## config.mk

```make
export PLATFORM = sky130hd
export DESIGN_NAME = core_power_mode_controller
export DESIGN_NICKNAME = d
export VERILOG_FILES = /design/src/common/core_power_pkg.sv /design/src/logic/core_power_mode_controller.sv
export VERILOG_INCLUDE_DIRS = /design/src /design/src/common
export SDC_FILE = /design/constraint.sdc
export NUM_CORES = 1
export LEC_CHECK = 0
export BUFFER_PORTS_ARGS = -buffer_cell sky130_fd_sc_hd__buf_2
export CORE_MARGIN = 5
export CORE_UTILIZATION = 28
export DETAILED_ROUTE_END_ITERATION = 10
export HOLD_SLACK_MARGIN = 0.15
export PLACE_DENSITY = 0.49
export SLEW_MARGIN = 20
export SYNTH_ARGS = -nofsm -noshare
export SYNTH_HDL_FRONTEND = slang
export SYNTH_SLANG_ARGS = --single-unit
```

## constraint.sdc

```tcl
create_clock -name CORE_CLK -period 4.3 [get_ports CORE_CLK]
set_input_delay 0.43 -clock CORE_CLK [delete_from_list [all_inputs] [get_ports CORE_CLK]]
set_output_delay 0.43 -clock CORE_CLK [all_outputs]
set_load 0.02 [all_outputs]
```

## src/common/core_power_params.svh

```systemverilog
// constants for the per-core power mode controller
// assumes inclusion by bare name from the package and the design file
`ifndef CORE_POWER_PARAMS_SVH
`define CORE_POWER_PARAMS_SVH
`define MODE_W 3
`define MODE_ON 3'h0
`define MODE_FUNCTIONAL_RETENTION 3'h1
`define MODE_DEEP_RET 3'h2
`define MODE_OFF 3'h3
`define MODE_EMU_OFF 3'h4
`define MODE_DEBUG_RECOVERY 3'h5
`define MODE_WARM_RST 3'h6
`define TIMER_W 8
`define TIMER_ZERO 8'h00
`define TIMER_ONE 8'h01
`define CLEAN_W 4
`define CLEAN_ZERO 4'h0
`define CLEAN_ONE 4'h1
`define CLEAN_L1_CYCLES 4'h4
`define CLEAN_L2_CYCLES 4'h8
`define RESET_CYCLES 4'h2
`define NUM_SHARERS 2
`endif

```

## src/common/core_power_pkg.sv

```systemverilog
// types for the per-core power mode controller
// assumes the params header is on the include path
`include "core_power_params.svh"
package core_power_pkg;
    // mode request from the policy unit
    typedef struct packed {
        logic valid;
        logic [`MODE_W-1:0] mode;
    } mode_req_type;

    // clock-enabling wake sources seen while waiting
    typedef struct packed {
        logic snoop;
        logic maint;
        logic debug_apb;
        logic intc;
        logic utility;
    } wake_src_type;

    // power and reset actions driven to the core
    typedef struct packed {
        logic core_power;
        logic ram_power;
        logic retain_only;
        logic clock_gate;
        logic warm_reset;
        logic full_reset;
        logic coherent;
        logic debug_reachable;
    } power_ctl_type;
endpackage

```

## src/logic/core_power_mode_controller.sv

```systemverilog
// per-core power mode controller: carries out policy unit requests
// assumes request and status inputs come from logic on CORE_CLK
// Overview of operation
// - each core keeps its own mode, independent of other cores
// - vector unit retains only when idle and retention timer expired; the code keeps VEC_RET_REQ set if VEC_IDLE drops with no instruction pending
// - software enables vector retention and sets timer length
// - pending vector instruction brings vector unit out of retention
// - shared vector unit retains only when all sharing cores request
// - deep retention needs timer expired, wait state, no clock enable
// - leave deep retention on wakeup or clock-enabling event
// - deep retention keeps only retention power, executes nothing
// - off mode removes all power and keeps no state
// - going off cleans L1 and L2 and leaves coherency first
// - skip shared L2 clean when the other core stays up
// - debug or utility access while off returns error
// - emulated off does all steps except gating, warm reset only
// - emulated off keeps core power and debug; vector unit and interfaces act as off
// - debug recovery keeps power, warm resets, preserves caches
// - warm reset spares debug, trace, monitor and reliability state
// - core may start on; caches coherent after entering on
// - clock briefly enabled for accesses while still waiting
`include "core_power_params.svh"
module core_power_mode_controller (
    input wire logic CORE_CLK,
    input wire logic RESETN,
    input wire core_power_pkg::mode_req_type MODE_REQ,
    input wire logic START_ON,
    input wire logic IN_WAIT,
    input wire logic WAIT_WAKEUP,
    input wire core_power_pkg::wake_src_type WAKE_SRC,
    input wire logic VEC_RET_ENABLE,
    input wire logic [`TIMER_W-1:0] RET_TIMER_LEN,
    input wire logic VEC_IDLE,
    input wire logic VEC_INSN_PENDING,
    input wire logic PEER_VEC_RET_REQ,
    input wire logic PEER_CORE_UP,
    input wire logic ACCESS_REQ,
    output logic MODE_ACK,
    output logic [`MODE_W-1:0] CUR_MODE,
    output logic VEC_RET_REQ,
    output logic VEC_POWERED,
    output logic TEMP_CLK_EN,
    output core_power_pkg::power_ctl_type POWER_CTL,
    output logic L1_CLEAN,
    output logic L2_CLEAN,
    output logic ACCESS_ERR,
    output logic ACCESS_OK
);
    import core_power_pkg::*;

    typedef enum {
        ST_IDLE,
        ST_CLEAN_L1,
        ST_CLEAN_L2,
        ST_DECOHERE,
        ST_RESET,
        ST_DONE
    } seq_type;

    seq_type seq_q, seq_d;
    logic [`MODE_W-1:0] mode_q, mode_d;
    logic [`MODE_W-1:0] target_q, target_d;
    logic [`CLEAN_W-1:0] cnt_q, cnt_d;
    logic [`TIMER_W-1:0] vtim_q, vtim_d;
    logic [`TIMER_W-1:0] dtim_q, dtim_d;
    logic ack_q, ack_d;
    logic vret_q, vret_d;
    logic tclk_q, tclk_d;
    logic l1_q, l1_d, l2_q, l2_d;
    logic err_q, err_d, ok_q, ok_d;
    logic started_q, started_d;
    power_ctl_type ctl_q, ctl_d;
    logic req_legal;
    logic clk_wake;
    logic deep_ok;

    assign clk_wake = WAKE_SRC.snoop | WAKE_SRC.maint | WAKE_SRC.debug_apb
                    | WAKE_SRC.intc | WAKE_SRC.utility;
    assign req_legal = MODE_REQ.valid
                    && (MODE_REQ.mode <= `MODE_WARM_RST);

    // transition sequencer: cleans, decoherence, reset pulses, ack
    always_comb begin
        seq_d = seq_q;
        mode_d = mode_q;
        target_d = target_q;
        cnt_d = cnt_q;
        ack_d = 1'b0;
        l1_d = 1'b0;
        l2_d = 1'b0;
        started_d = 1'b1;
        // strap sampled once after reset release
        if (!started_q && !START_ON) begin
            mode_d = `MODE_OFF;
        end
        case (seq_q)
            ST_IDLE: begin
                // unsupported codes leave the state untouched
                // deep retention waits for the wait state and expired timer
                if (req_legal && started_q
                    && MODE_REQ.mode != mode_q
                    && (MODE_REQ.mode != `MODE_DEEP_RET
                        || deep_ok)) begin
                    target_d = MODE_REQ.mode;
                    cnt_d = `CLEAN_ZERO;
                    if (MODE_REQ.mode == `MODE_OFF
                        || MODE_REQ.mode == `MODE_EMU_OFF) begin
                        seq_d = ST_CLEAN_L1;
                    end else if (MODE_REQ.mode == `MODE_WARM_RST
                        || MODE_REQ.mode == `MODE_DEBUG_RECOVERY) begin
                        seq_d = ST_RESET; // accepted at once
                    end else begin
                        seq_d = ST_DONE;
                    end
                end
            end
            ST_CLEAN_L1: begin
                l1_d = 1'b1;
                cnt_d = cnt_q + `CLEAN_ONE;
                if (cnt_q == `CLEAN_L1_CYCLES - `CLEAN_ONE) begin
                    cnt_d = `CLEAN_ZERO;
                    // shared L2 stays dirty for the live peer
                    seq_d = PEER_CORE_UP ? ST_DECOHERE : ST_CLEAN_L2;
                end
            end
            ST_CLEAN_L2: begin
                l2_d = 1'b1;
                cnt_d = cnt_q + `CLEAN_ONE;
                if (cnt_q == `CLEAN_L2_CYCLES - `CLEAN_ONE) begin
                    cnt_d = `CLEAN_ZERO;
                    seq_d = ST_DECOHERE;
                end
            end
            ST_DECOHERE: begin
                // emulated off still pulses a warm reset
                seq_d = (target_q == `MODE_EMU_OFF) ? ST_RESET : ST_DONE;
            end
            ST_RESET: begin
                cnt_d = cnt_q + `CLEAN_ONE;
                if (cnt_q == `RESET_CYCLES - `CLEAN_ONE) begin
                    cnt_d = `CLEAN_ZERO;
                    seq_d = ST_DONE;
                end
            end
            ST_DONE: begin
                mode_d = target_q;
                ack_d = 1'b1;
                seq_d = ST_IDLE;
            end
            default: begin
                seq_d = ST_IDLE;
            end
        endcase
        // deep retention exit on any wake, handled without sequencing
        if (seq_q == ST_IDLE && mode_q == `MODE_DEEP_RET
            && (WAIT_WAKEUP || clk_wake)) begin
            mode_d = `MODE_ON;
        end
    end

    always_ff @(posedge CORE_CLK or negedge RESETN) begin
        if (!RESETN) begin
            seq_q <= ST_IDLE;
            mode_q <= `MODE_ON;
            target_q <= `MODE_ON;
            cnt_q <= `CLEAN_ZERO;
            ack_q <= 1'b0;
            l1_q <= 1'b0;
            l2_q <= 1'b0;
            started_q <= 1'b0;
        end else begin
            seq_q <= seq_d;
            mode_q <= mode_d;
            target_q <= target_d;
            cnt_q <= cnt_d;
            ack_q <= ack_d;
            l1_q <= l1_d;
            l2_q <= l2_d;
            started_q <= started_d;
        end
    end

    // retention timers; restart on any activity
    always_comb begin
        vtim_d = vtim_q;
        dtim_d = dtim_q;
        vret_d = vret_q;
        tclk_d = 1'b0;
        if (!VEC_RET_ENABLE || !VEC_IDLE || VEC_INSN_PENDING) begin
            vtim_d = `TIMER_ZERO;
        end else if (vtim_q != RET_TIMER_LEN) begin
            vtim_d = vtim_q + `TIMER_ONE;
        end
        // local request needs idle, expired timer, software enable
        if (VEC_INSN_PENDING || !VEC_RET_ENABLE) begin
            vret_d = 1'b0;
        end else if (VEC_IDLE && vtim_q == RET_TIMER_LEN) begin
            vret_d = 1'b1;
        end
        if (!IN_WAIT || clk_wake) begin
            dtim_d = `TIMER_ZERO;
        end else if (dtim_q != RET_TIMER_LEN) begin
            dtim_d = dtim_q + `TIMER_ONE;
        end
        // wait state is kept; only the clock opens briefly
        if (IN_WAIT && clk_wake) begin
            tclk_d = 1'b1;
        end
    end

    always_ff @(posedge CORE_CLK or negedge RESETN) begin
        if (!RESETN) begin
            vtim_q <= `TIMER_ZERO;
            dtim_q <= `TIMER_ZERO;
            vret_q <= 1'b0;
            tclk_q <= 1'b0;
        end else begin
            vtim_q <= vtim_d;
            dtim_q <= dtim_d;
            vret_q <= vret_d;
            tclk_q <= tclk_d;
        end
    end

    // power actions and access answers, decoded from the mode
    logic vec_on_d, vec_on_q;
    assign deep_ok = IN_WAIT && !clk_wake && dtim_q == RET_TIMER_LEN;

    always_comb begin
        ctl_d = '0;
        err_d = 1'b0;
        ok_d = 1'b0;
        vec_on_d = 1'b1;
        ctl_d.warm_reset = (seq_q == ST_RESET);
        case (mode_q)
            `MODE_OFF: begin
                ctl_d.clock_gate = 1'b1;
            end
            `MODE_DEEP_RET: begin
                ctl_d.retain_only = 1'b1;
                ctl_d.ram_power = 1'b1;
                ctl_d.clock_gate = 1'b1;
            end
            `MODE_EMU_OFF: begin
                ctl_d.core_power = 1'b1;
                ctl_d.ram_power = 1'b1;
                ctl_d.debug_reachable = 1'b1;
            end
            default: begin
                ctl_d.core_power = 1'b1;
                ctl_d.ram_power = 1'b1;
                ctl_d.coherent = (seq_q == ST_IDLE);
                ctl_d.debug_reachable = 1'b1;
            end
        endcase
        if (mode_q == `MODE_OFF || mode_q == `MODE_EMU_OFF
            || mode_q == `MODE_DEEP_RET) begin
            vec_on_d = 1'b0;
        end else if (mode_q == `MODE_FUNCTIONAL_RETENTION && vret_q
            && PEER_VEC_RET_REQ && !VEC_INSN_PENDING) begin
            vec_on_d = 1'b0;
        end
        if (ACCESS_REQ) begin
            if (mode_q == `MODE_OFF || mode_q == `MODE_EMU_OFF) begin
                err_d = 1'b1;
            end else begin
                ok_d = 1'b1;
            end
        end
    end

    always_ff @(posedge CORE_CLK or negedge RESETN) begin
        if (!RESETN) begin
            ctl_q <= '0;
            err_q <= 1'b0;
            ok_q <= 1'b0;
            vec_on_q <= 1'b1;
        end else begin
            ctl_q <= ctl_d;
            err_q <= err_d;
            ok_q <= ok_d;
            vec_on_q <= vec_on_d;
        end
    end

    assign MODE_ACK = ack_q;
    assign CUR_MODE = mode_q;
    assign VEC_RET_REQ = vret_q;
    assign VEC_POWERED = vec_on_q;
    assign TEMP_CLK_EN = tclk_q;
    assign POWER_CTL = ctl_q;
    assign L1_CLEAN = l1_q;
    assign L2_CLEAN = l2_q;
    assign ACCESS_ERR = err_q;
    assign ACCESS_OK = ok_q;
endmodule // core_power_mode_controller

```

# Word level (Yosys, flattened, before mapping)
# Cells that the tools add are included.
# W data, S select, Z words.
dict set report classes {
  add_sub_neg 3
  n_lt_le_gt_ge 1
  eq_ne 28
  n_mux 38
  bitwise_logic 4
  n_reduce_logical 43
}
# operator count
set ops {}
lappend ops {{$pmux W32 S5} 1}
lappend ops {{$mux W32} 4}
lappend ops {{$eq A32 B2 Y1 const B} 2}
lappend ops {{$eq A32 B3 Y1 const B} 2}
lappend ops {{$logic_not A32 Y1} 2}
lappend ops {{$eq A32 B1 Y1 const B} 1}
lappend ops {{$eq A32 B4 Y1 const B} 1}
lappend ops {{$mux W8} 4}
lappend ops {{$mux W1} 20}
lappend ops {{$add A8 B1 Y8 const B} 2}
lappend ops {{$eq A8 B8 Y1} 2}
lappend ops {{$mux W4} 4}
lappend ops {{$ne A8 B8 Y1} 2}
lappend ops {{$pmux W4 S4} 1}
lappend ops {{$eq A3 B3 Y1 const B} 5}
lappend ops {{$logic_and A1 B1 Y1} 14}
lappend ops {{$mux W3} 4}
lappend ops {{$logic_or A1 B1 Y1} 10}
lappend ops {{$eq A3 B2 Y1 const B} 3}
lappend ops {{$ne A2 B2 Y1 const B} 4}
lappend ops {{$logic_not A1 Y1} 7}
lappend ops {{$reduce_bool A2 Y1} 3}
lappend ops {{$add A4 B1 Y4 const B} 1}
lappend ops {{$eq A4 B1 Y1 const B} 1}
lappend ops {{other kinds (13)} 17}
dict set report totals {
  regBits 73
  inputBits 28
  output_inout_bits 19
  elab_cells 138
}

# Depth between registers and ports, before layout
# Gate-level depths: netlist of the first run.
dict set report logic_depth {
  ltp_word 11
  ltp_mapped 7
  depth_no_buf 7
}

# Worst setup path after synthesis of the first run
# No wires, ideal clock.
dict set report synth_path {
  path_kind {input to register}
  startpoint {input port WAKE_SRC[3] (netlist bit)}
  endpoint {register dtim_q[7]}
  setup_ns 0.066
  arrival_ns 1.819
  required_ns 4.234
  setup_slack_ns 2.415
  path_stages 6
  path_buffers 1
  cell_sequence {or4_4 nor2_4 nand2_2 buf_6 or4_1 nand2_1}
}
dict set report synth_between {
  elab_chain_cells 6
}
# element line
set synth_rtl {}
lappend synth_rtl {{from (decl)} core_power_mode_controller.sv:30} ;# input wire core_power_pkg::wake_src_type WAKE_SRC,
lappend synth_rtl {{$or A1 B1 Y1 (*) (2 in series)} core_power_mode_controller.sv:77} ;# assign clk_wake = WAKE_SRC.snoop | WAKE_SRC.maint | WAKE_SRC.debug_apb
lappend synth_rtl {{$or A1 B1 Y1 (*) (2 in series)} core_power_mode_controller.sv:78} ;# | WAKE_SRC.intc | WAKE_SRC.utility;
lappend synth_rtl {{$logic_or A1 B1 Y1 (*)} core_power_mode_controller.sv:200} ;# if (!IN_WAIT || clk_wake) begin
lappend synth_rtl {{$mux W8 or $reduce_bool A2 Y1 (tied branches)} -}
lappend synth_rtl {{to (signal assigned)} core_power_mode_controller.sv:214} ;# dtim_q <= `TIMER_ZERO;
lappend synth_rtl {{to (signal assigned)} core_power_mode_controller.sv:219} ;# dtim_q <= dtim_d;
lappend synth_rtl {{to (decl)} core_power_mode_controller.sv:65} ;# logic [`TIMER_W-1:0] dtim_q, dtim_d;
# Every way passes the cells marked *; elsewhere a longest branch is shown, timed or not.
# A chain may end at the register's enable or synchronous reset.

# Worst setup path after layout of the first run
dict set report layout_path {
  startpoint {register dtim_q[0]}
  endpoint {register cnt_q[1]}
}
dict set report layout_between {
  elab_chain_cells 6
}
# element line
set layout_rtl {}
lappend layout_rtl {{$eq A8 B8 Y1} core_power_mode_controller.sv:227} ;# assign deep_ok = IN_WAIT && !clk_wake && dtim_q == RET_TIMER_LEN;
lappend layout_rtl {{$logic_and A1 B1 Y1} core_power_mode_controller.sv:227}
lappend layout_rtl {{$logic_or A1 B1 Y1} core_power_mode_controller.sv:102} ;# && (MODE_REQ.mode != `MODE_DEEP_RET
lappend layout_rtl {{$logic_and A1 B1 Y1} core_power_mode_controller.sv:100} ;# if (req_legal && started_q
lappend layout_rtl {{$ne A2 B2 Y1 (no line)} -}
lappend layout_rtl {{$reduce_and A2 Y1 (no line)} -}
lappend layout_rtl {{to (signal assigned)} core_power_mode_controller.sv:166} ;# cnt_q <= `CLEAN_ZERO;
lappend layout_rtl {{to (signal assigned)} core_power_mode_controller.sv:175} ;# cnt_q <= cnt_d;
lappend layout_rtl {{to (decl)} core_power_mode_controller.sv:63} ;# logic [`CLEAN_W-1:0] cnt_q, cnt_d;
# No other way between the ends.

==> summary.md, run 1 <==
| Metric | Value |
|---|---|
| Status | `complete, no violations` |
| Crit-path cells | `xnor2_1, nand4_1, or2_0, o31ai_2, o221ai_1` |
| Fin. max-slew vios | `0` |
| Fin nets | `315` |
| Fin. Hold Viols | `0` |
| Top FF cell, synth | `dfrtp_1` |
| Register area share after synthesis | `45.9%` |
| Antenna viol nets, final | `0` |
| # IOs | `47` |
| Dominant cell type by area after synthesis | `dfrtp_1` |
| Max incr delay on CP | `0.52 ns` |
| DRC | `0` |
| TritonCTS Buffers | `5` |
| Die area | `0.0105 mm²` |
| Total Power | `1.51 mW` |
| DRT Pass-1 Iters | `4` |
| CP max FO | `6` |
| Area grow syn2layout | `16.9%` |
| Initial cell density of the core | `28.9%` |
| Kind of critical path | `flop to flop` |
| Post-route insts no fill | `389` |
| Setup TNS | `0 ns` |
| Synthesis Warnings | `0` |
| Tightest Hold Check Type | `input port to async pin` |
| Vias in the first global route | `1794` |
| Core box area | `0.00830 mm²` |
| Post-synth EDFFs | `0` |
| Post-CTS Setup Inserts | `0` |
| Busiest layer in global routing | `met2` |
| Gr usage total | `10.5%` |
| Initial antenna violation count | `0` |
| Hold Buf Count CTS | `0` |
| Root Buffer | `clkbuf_8` |
| Post-Syn Area per Cell | `9.84 µm²` |
| Mapped Cells | `244` |
| Arrival time worst endpoint | `2.26 ns` |
| Mapped Nets | `276` |
| Netlist cell types | `54` |
| CP Capture Type | `flop` |
| Yosys reg bits | `44` |
| CTS max path bufs | `2` |
| Minimum clock period | `2.10 ns` |
| Post-DP HPWL | `4.04 mm` |
| Post-route cell area | `0.00281 mm²` |
| Worst Skew | `0.00494 ns` |
| Post-CTS sizing | `0` |
| Layout cells sized above 1 | `22.2%` |
| Most common cell in the netlist | `dfrtp_1` |
| Fraction of registers with async set/reset | `100%` |
| Final WL | `5.43 mm` |
| RSZ-0062 raised after global routing | `no` |
| GRT overflow | `0` |
| Pin count of the biggest net entering global routing | `45` |
| Worst-Margin Slew | `0.583 ns` |
| Initial DRC Count | `73` |
| Synth top area share | `44.8%` |
| First-pass GRT wire length | `8.77 mm` |
| Worst skew pair latency | `0.29 ns` |
| Clock Sinks | `44` |
| Worst slew margin | `61.1%` |
| Peak Freq | `475 MHz` |
| # rows | `33` |
| CP startpoint kind | `flop` |
| Final period util | `48.9%` |
| Worst Path Required | `4.45 ns` |
| Clock-pin slew on the worst setup and hold paths | `0.09 ns` |
| Dominant cells by area after synthesis | `dfrtp_1 45%, xnor2_1 9.1%, nor2_1 3.9%` |
| GR Layer Usage met3 | `2.98%` |
| Die H | `103 µm` |
| Top cells by count, synth | `43 x dfrtp_1, 25 x nor2_1, 25 x xnor2_1` |
| Post-route setup slack | `2.20 ns` |
| Synth Cell Area | `0.00240 mm²` |
| Final GP Congestion | `0.768` |
| Met2 Use GR | `16.7%` |
| Peak supply drop | `274 µV` |
| Htree depth | `2` |
| Number of I/O port buffers | `45` |
| Placed insts | `381` |
| Total number of vias | `1842` |
| Vias per std cell | `4.74` |
| Ant. Diodes | `0` |
| Slowest stage cell, crit path | `o31ai_2` |
| Pre-CTS setup slack | `2.07 ns` |
| Die W | `103 µm` |
| WL per Instance | `13.9 µm` |
| Met1 usage in global routing | `14.3%` |
| Max-Cap Viols | `0` |
| Placed Area | `0.00269 mm²` |
| P per Cell Area | `537 mW/mm²` |
| # setup viols final | `0` |
| CTS tree | `done` |
| Leakage | `1.19 nW` |
## stage by stage
stage,hold WS [ns],utilization [%]
2_1_floorplan,0.134,-
3_3_place_gp,0.536,32.4
3_5_place_dp,0.538,32.4
4_1_cts,0.288,33.8
5_1_grt,0.171,33.8
6_report,0.122,33.8
## layer usage
| metal | vias to the layer above | wire, µm |
|---|---|---|
| li1 | 926 | - |
| met2 | 34 | 2510 |
| met3 | 7 | 299 |
| met1 | 875 | 2570 |
| met5 | - | 0 |
| met4 | 0 | 50 |
## report_power, final
| part | switching (mW) | total, mW | internal (mW) |
|---|---|---|---|
| logic | 0.328 | 0.560 | 0.232 |
| clock network | 0.151 | 0.326 | 0.175 |
| registers | 0.104 | 0.621 | 0.517 |
| total | 0.583 | 1.51 | 0.924 |
## final timing paths
| check | startpoint | end | slack [ns] | cells after the start |
|---|---|---|---|---|
| worst max register to register | dtim_q[0]$_DFFE_PN0P_ | cnt_q[1]$_DFFE_PN0P_ | 2.20 | 5 |
| min in group CORE_CLK | VEC_INSN_PENDING | VEC_RET_REQ$_DFFE_PN0P_ | 0.30 | 2 |
| worst max-delay path | dtim_q[0]$_DFFE_PN0P_ | cnt_q[1]$_DFFE_PN0P_ | 2.20 | 5 |
| worst min register to register | cnt_q[1]$_DFFE_PN0P_ | cnt_q[1]$_DFFE_PN0P_ | 0.56 | 2 |
| worst min-delay path | RESETN | vtim_q[4]$_DFFE_PN0P_ | 0.12 | 1 |
| max in group asynchronous | RESETN | target_q[0]$_DFFE_PN0P_ | 3.78 | 1 |
## area by class of cell
| class | count | area [µm²] |
|---|---|---|
| multi-input cells | 179 | 1200 |
| flip-flops and latches | 44 | 1100 |
| clock inverters | 3 | 46.3 |
| inverters | 8 | 30.0 |
| repair buffers | 45 | 228 |
| well taps | 105 | 131 |
| fillers | 847 | 5490 |
| clock buffers | 5 | 68.8 |
## placed cells by master, fill, tap and decap left out, types with 2 or more instances in the layout
cell       instances
a21oi_1            9
a22oi_1            2
a31oi_1            2
a32o_1             2
and2_1             2
and3_1             2
buf_2             44
clkbuf_8           5
conb_1             2
dfrtp_1           43
ha_1               4
inv_1              8
mux2i_1            5
nand2_1           15
nand2b_1           4
nand3_1            6
nand4_1            5
nor2_1            25
nor2b_1            4
nor3_1             4
nor3b_1            3
o2111ai_1          4
o211a_1            2
o21a_1             3
o21ai_0           14
o21bai_1           2
or3_1              4
or4_1              2
xnor2_1           25
xor2_1             7
## critical path, delay by kind of cell (launching register included)
kind            cells  cell delay (ns)
simple gates        2             0.63
xor+xnor            1             0.18
flops               1             0.47
compound gates      2             0.69
## registers in the layout (all words and copies together) (netlist names)
| name | count |
|---|---|
| MODE_ACK | 1 |
| seq_q | 3 |
| ACCESS_OK | 1 |
| CUR_MODE | 3 |
| VEC_POWERED | 1 |
| target_q | 3 |
| started_q | 1 |
| L1_CLEAN | 1 |
| VEC_RET_REQ | 1 |
| POWER_CTL | 6 |
| L2_CLEAN | 1 |
| dtim_q | 8 |
| vtim_q | 8 |
| ACCESS_ERR | 1 |
| TEMP_CLK_EN | 1 |
| cnt_q | 4 |
## logic make-up (layout without fill, tap and decap cells)
family / Yosys count / in the layout / share of synthesized area, %
muxes: 6 / 6 / 2.55
xor gates and xnor gates: 32 / 32 / 11.7
AOI/OAI and AO/OA: 49 / 49 / 14.1
adders and majority gates: 5 / 5 / 2.50
DFF: 44 / 44 / 45.9
buffers and inverters: 21 / 61 / 4.07
other: 2 / 2 / 0.313
and+or+nand+nor: 85 / 85 / 18.9
Power figures use the tool's default switching activity.
==> run 2, diff against run 1 <==
- PLACE_DENSITY: 0.49 -> 0.51
- clock period: 4.3 -> 1.73 ns (I/O delays scaled with it)
==> summary.md, run 2 (synthesis gave the netlist of run 1 again) <==
| Metric | Value |
|---|---|
| Antenna viol nets, final | `0 (unchanged)` |
| # IOs | `47 (unchanged)` |
| Number of I/O port buffers | `45 (unchanged)` |
| Root Buffer | `clkbuf_8 (unchanged)` |
| Layout cells sized above 1 | `32.1% (was 22.2%)` |
| Htree depth | `2 (unchanged)` |
| Logic pwr share | `47.4% (was 37.2%)` |
| GRT overflow | `0 (unchanged)` |
| Worst Path Required | `1.92 ns (was 4.45 ns)` |
| First-pass GRT wire length | `9.07 mm (was 8.77 mm)` |
| Post-route cell area | `0.00314 mm² (was 0.00281 mm²)` |
| Setup crit start | `seq_q[0]$_DFFE_PN0P_ (was dtim_q[0]$_DFFE_PN0P_)` |
| Clock Sinks | `44 (unchanged)` |
| WHS | `0.169 ns (was 0.122 ns)` |
| Vias in the first global route | `1877 (was 1794)` |
| WL per Instance | `13.2 µm (was 13.9 µm)` |
| Final WL | `5.70 mm (was 5.43 mm)` |
| Commonest cells after routing, fill and taps aside | `45 x buf_2, 43 x dfrtp_1, 38 x buf_4 (was 44 x buf_2, 43 x dfrtp_1, 25 x nor2_1, 25 x xnor2_1, 15 x nand2_1)` |
| Peak supply drop | `586 µV (was 274 µV)` |
| Max incr delay on CP | `0.43 ns (was 0.52 ns)` |
| Fin. max-slew vios | `0 (unchanged)` |
| CTS tree | `done (unchanged)` |
| # setup viols final | `0 (unchanged)` |
| Kind of critical path | `flop to flop (unchanged)` |
| Cell family with most CP delay | `compound AO/OA/AOI/OAI gates (unchanged)` |
| Total Power | `3.95 mW (was 1.51 mW)` |
| CP max FO | `4 (was 6)` |
| Placed Area | `0.00297 mm² (was 0.00269 mm²)` |
| Die W | `103 µm (unchanged)` |
| Fin. Hold Viols | `0 (unchanged)` |
| Slowest stage cell, crit path | `dfrtp_1 (was o31ai_2)` |
| P_sw | `1.53 mW (was 0.583 mW)` |
| Minimum clock period | `1.66 ns (was 2.10 ns)` |
| Core box area | `0.00830 mm² (unchanged)` |
| P per Cell Area | `1260 mW/mm² (was 537 mW/mm²)` |
| CP startpoint kind | `flop (unchanged)` |
| Status | `complete, no violations (unchanged)` |
| Crit-path cells | `or3_1, a31oi_2, o31ai_4, buf_4, a32o_1 (was xnor2_1, nand4_1, or2_0, o31ai_2, o221ai_1)` |
| Gr usage total | `11.1% (was 10.5%)` |
| # rows | `33 (unchanged)` |
| Reg-to-Reg Start | `seq_q[0]$_DFFE_PN0P_ (was dtim_q[0]$_DFFE_PN0P_)` |
| Initial cell density of the core | `28.9% (unchanged)` |
| TritonCTS Buffers | `5 (unchanged)` |
| Fin nets | `358 (was 315)` |
| Sequential share of power | `36.3% (was 41.2%)` |
| DRT Pass-1 Iters | `4 (unchanged)` |
| Worst path bufs/invs | `1 (was 0)` |
| CTS max path bufs | `2 (unchanged)` |
| Clk pwr share | `16.3% (was 21.7%)` |
| Max-Cap Viols | `0 (unchanged)` |
| Die H | `103 µm (unchanged)` |
| Most common cell after layout, fill and taps aside | `buf_2 (unchanged)` |
| Filler cell count | `863 (was 847)` |
| Final GP Congestion | `0.781 (was 0.768)` |
| Die area | `0.0105 mm² (unchanged)` |
| DRC | `0 (unchanged)` |
| Tightest Hold Check Type | `input port to flop (was input port to async pin)` |
| Pin count of the biggest net entering global routing | `45 (unchanged)` |
| Peak Freq | `603 MHz (was 475 MHz)` |
| Worst skew pair latency | `0.30 ns (was 0.29 ns)` |
| Initial antenna violation count | `0 (unchanged)` |
| Initial DRC Count | `46 (was 73)` |
| Clock-pin slew on the worst setup and hold paths | `0.09 ns (about the same)` |
| Ant. Diodes | `0 (unchanged)` |
| Worst Skew | `0.0117 ns (was 0.00494 ns)` |
| Post-layout util | `37.9% (was 33.8%)` |
| Area grow syn2layout | `30.9% (was 16.9%)` |
| Arrival time worst endpoint | `1.85 ns (was 2.26 ns)` |
| Worst-Margin Slew | `0.577 ns (was 0.583 ns)` |
| Leakage | `1.39 nW (was 1.19 nW)` |
| Vias per std cell | `4.63 (was 4.74)` |
| CP Capture Type | `flop (unchanged)` |
| Post-DP HPWL | `4.44 mm (was 4.04 mm)` |
| Total number of vias | `2001 (was 1842)` |
| Net Sw Frac | `38.7% (about the same)` |
| RSZ-0062 raised after global routing | `yes (was no)` |
| Internal power | `2.42 mW (was 0.924 mW)` |
| Worst slew margin | `61.5% (was 61.1%)` |
| Hold wc startpoint | `VEC_IDLE` |
| Final period util | `95.9% (was 48.9%)` |
-- run 2: routing by layer --
layer	up-vias	share of wire, %	track usage [%]
met5	-	0	0
met4	0	1.2	3.63
met2	43	47	18.3
met3	5	4.9	2.64
met1	942	47	14.4
li1	1011	-	-
-- run 2: final timing paths --
kind	to	slack, ns	cells after the start
worst max-delay path	seq_q[0]$_DFFE_PN0P_	0.07	5
max in group asynchronous	seq_q[1]$_DFFE_PN0P_	0.85	3
worst min register to register	CUR_MODE[2]$_DFFE_PN0P_	0.55	2
min in group asynchronous	vtim_q[4]$_DFFE_PN0P_	0.46	3
worst max register to register	seq_q[0]$_DFFE_PN0P_	0.07	5
worst min-delay path	VEC_RET_REQ$_DFFE_PN0P_	0.17	3
-- run 2: what timing repair did --
| item | CTS | global route |
|---|---|---|
| setup endpoints to repair | 4 | 9 |
| hold buffers | 5 | 0 |
| endpoints found under the hold margin | 47 | 0 |
| pin swaps | 1 | 5 |
| resized for setup | 1 | 6 |
| buffers inserted | 0 | 2 |
-- run 2: area by class of cell --
cell class | instances | area [µm²] | share of cell area [%]
clock inverter | 2 | 12.5 | 0.398
inverter | 8 | 30.0 | 0.956
tap | 105 | 131 | 4.18
clock buffer | 6 | 72.6 | 2.31
timing repair buffer | 88 | 561 | 17.8
sequential | 44 | 1100 | 35.1
multi-input combinational | 179 | 1230 | 39.2
-- run 2: per-stage QoR --
stage	instances	setup TNS [ns]	setup WS (ns)
after floorplan	244	0	0.0188
after global placement	417	0	0.0104
after detailed placement	417	-0.0192	-0.0192
after CTS	430	0	0.0363
after global routing	432	-0.0346	-0.0163
final	432	0	0.0704
-- run 2: worst min-delay path, cell delays in order --
cell	delay, ns
buf_2	0.10
a21oi_1	0.11
nor3b_1	0.06
-- run 2: power groups by stage --
stage                     Combinational, mW  Clock [mW]  Sequential, mW
final                                  1.87       0.645            1.43
after global routing                   2.05       0.708            1.46
after CTS                              1.82       0.677            1.44
after detailed placement               1.78           0            1.45
after global placement                 1.78           0            1.45
after floorplan                       0.941           0            1.62
==> run 3, diff against run 2 <==
- GPL_TIMING_DRIVEN: unset -> 0
- PLACE_DENSITY: 0.51 -> 0.49
- clock period: 1.73 -> 1.7 ns (I/O delays scaled with it)
==> summary.md, run 3 (synthesis gave the netlist of run 1 again) <==
| Metric | Value |
|---|---|
| P_sw | `1.60 mW (was 1.53 mW)` |
| Initial cell density of the core | `28.9% (unchanged)` |
| CTS max path bufs | `2 (unchanged)` |
| Final period util | `100% (was 95.9%)` |
| Core box area | `0.00830 mm² (unchanged)` |
| CP Capture Type | `flop (unchanged)` |
| Peak Freq | `587 MHz (was 603 MHz)` |
| Worst-Margin Slew | `0.561 ns (was 0.577 ns)` |
| RSZ-0062 raised after global routing | `yes (unchanged)` |
| Placed Area | `0.00275 mm² (was 0.00297 mm²)` |
| Worst Path Required | `1.89 ns (was 1.92 ns)` |
| Number of I/O port buffers | `42 (was 45)` |
| Arrival time worst endpoint | `1.90 ns (was 1.85 ns)` |
| Total number of vias | `1961 (was 2001)` |
| Htree depth | `2 (unchanged)` |
| Clk pwr share | `24.9% (was 16.3%)` |
| Post-route setup slack | `-0.00447 ns (was 0.0704 ns)` |
| Clock-pin slew on the worst setup and hold paths | `0.09 ns (about the same)` |
| Post-DP HPWL | `4.04 mm (was 4.44 mm)` |
| P per Cell Area | `1400 mW/mm² (was 1260 mW/mm²)` |
| Placed insts | `391 (was 417)` |
| Kind of critical path | `flop to flop (unchanged)` |
| Post-route insts no fill | `414 (was 432)` |
| Status | `complete, but fails checks (was complete, no violations)` |
| Initial antenna violation count | `0 (unchanged)` |
| Pin count of the biggest net entering global routing | `45 (unchanged)` |
| DRT Pass-1 Iters | `4 (unchanged)` |
| Fin nets | `340 (was 358)` |
| Post-route cell area | `0.00319 mm² (was 0.00314 mm²)` |
| First-pass GRT wire length | `9.25 mm (was 9.07 mm)` |
| Antenna viol nets, final | `0 (unchanged)` |
| Fin. Hold Viols | `0 (unchanged)` |
| Root Buffer | `clkbuf_8 (unchanged)` |
| Worst skew pair latency | `0.30 ns (about the same)` |
| Vias per std cell | `4.74 (was 4.63)` |
| Max-Cap Viols | `0 (unchanged)` |
| Final WL | `5.76 mm (was 5.70 mm)` |
| Die H | `103 µm (unchanged)` |
| CTS tree | `done (unchanged)` |
| Tightest Hold Check Type | `input port to flop (unchanged)` |
| Gr usage total | `11.1% (about the same)` |
| Commonest cells after routing, fill and taps aside | `41 x buf_2, 37 x dfrtp_1, 24 x nor2_1 (was 45 x buf_2, 43 x dfrtp_1, 38 x buf_4)` |
| Net Sw Frac | `35.9% (was 38.7%)` |
| WHS | `0.181 ns (was 0.169 ns)` |
| Most common cell after layout, fill and taps aside | `buf_2 (unchanged)` |
| Ant. Diodes | `0 (unchanged)` |
| Die W | `103 µm (unchanged)` |
| WL per Instance | `13.9 µm (was 13.2 µm)` |
| Initial DRC Count | `73 (was 46)` |
| # IOs | `47 (unchanged)` |
| Worst Skew | `0.00584 ns (was 0.0117 ns)` |
| GRT overflow | `0 (unchanged)` |
| Minimum clock period | `1.70 ns (was 1.66 ns)` |
| # setup viols final | `2 (was 0)` |
| Final GP Congestion | `0.770 (was 0.781)` |
| Internal power | `2.87 mW (was 2.42 mW)` |
| Logic pwr share | `41.1% (was 47.4%)` |
| CP max FO | `9 (was 4)` |
| Layout cells sized above 1 | `33.0% (was 32.1%)` |
| Die area | `0.0105 mm² (unchanged)` |
| Clock Sinks | `44 (unchanged)` |
| Fin. max-slew vios | `0 (unchanged)` |
| Leakage | `1.34 nW (was 1.39 nW)` |
| Vias in the first global route | `1966 (was 1877)` |
| # rows | `33 (unchanged)` |
| Worst slew margin | `62.6% (was 61.5%)` |
| Area grow syn2layout | `32.8% (was 30.9%)` |
| Failing checks | `negative setup slack` |
| CP startpoint kind | `flop (unchanged)` |
| TritonCTS Buffers | `5 (unchanged)` |
| Peak supply drop | `707 µV (was 586 µV)` |
| Sequential share of power | `34.1% (was 36.3%)` |
| DRC | `0 (unchanged)` |
| Filler cell count | `845 (was 863)` |
==> run 3: cell types whose count changed in the layout (fill, tap and decap cells not counted), sizes merged <==
cell	delta
bufinv	+3
clkinvlp	-1
clkinv	-1
clkbuf	+5
buf	-24
==> run 3: power by group through the flow <==
stage                     sequential [mW]  clock [mW]  combinational, mW
after floorplan                      1.65           0              0.957
after global routing                 1.56        1.18               2.02
after detailed placement             1.50           0               1.59
final                                1.52        1.11               1.83
after CTS                            1.50        1.14               1.67
after global placement               1.50           0               1.59
==> run 3: layer usage <==
layer  global-route usage [%]  vias up  wire, µm
met5                        0        -         0
met4                     3.13        0        47
met3                     2.84        4       283
met2                     17.9       37      2780
met1                     14.7      942      2660
li1                         -      978         -
==> run 3: worst max-delay path: stages (launching register included) <==
cell     delay (ns)
dfrtp_1        0.40
buf_6          0.14
or3_4          0.41
a31oi_4        0.18
o31ai_4        0.09
buf_6          0.14
a32o_1         0.24
==> run 3: final timing paths <==
check                                        start                      end  slack [ns]  depth (start not counted)
setup / recovery              seq_q[0]$_DFFE_PN0P_     seq_q[0]$_DFFE_PN0P_      -0.004                          6
hold / removal                            VEC_IDLE  VEC_RET_REQ$_DFFE_PN0P_        0.18                          3
setup reg to reg              seq_q[0]$_DFFE_PN0P_     seq_q[0]$_DFFE_PN0P_      -0.004                          6
hold reg to reg            target_q[2]$_DFFE_PN0P_  CUR_MODE[2]$_DFFE_PN0P_        0.54                          2
max in group asynchronous                   RESETN  CUR_MODE[0]$_DFFE_PN0P_        0.88                          2
min in group asynchronous                   RESETN    vtim_q[6]$_DFFE_PN0P_        0.41                          2
==> run 3: stage by stage <==
stage | setup slack (ns) | total power, mW | setup TNS, ns | utilization, %
6_report | -0.00447 | 4.47 | -0.00725 | 38.4
3_5_place_dp | -0.212 | 3.09 | -1.32 | 33.1
4_1_cts | -0.0620 | 4.31 | -0.204 | 37.0
5_1_grt | -0.0931 | 4.77 | -0.465 | 38.4
2_1_floorplan | 0.0171 | 2.61 | 0 | -
3_3_place_gp | -0.238 | 3.08 | -1.42 | 33.1
==> run 3: timing repair <==
| item | in CTS | in global routing |
|---|---|---|
| cloned | 0 | 0 |
| gates resized for setup | 18 | 24 |
| endpoints found under the hold margin | 47 | 0 |
| buffers inserted | 7 | 5 |
| hold buffers | 5 | 0 |
| endpoints found under the setup margin | 11 | 16 |
| pin swaps | 9 | 10 |
==> run 3: cell type report <==
cell class                 count  area (µm²)  area share [%]
clock buffer                   5        68.8            2.16
inverter                       8        30.0           0.942
sequential                    44        1110            34.8
tap                          105         131            4.12
clock inverter                 3        90.1            2.83
multi-input combinational    179        1320            41.4
timing repair buffer          59         357            11.2
buffer                        11        81.3            2.55
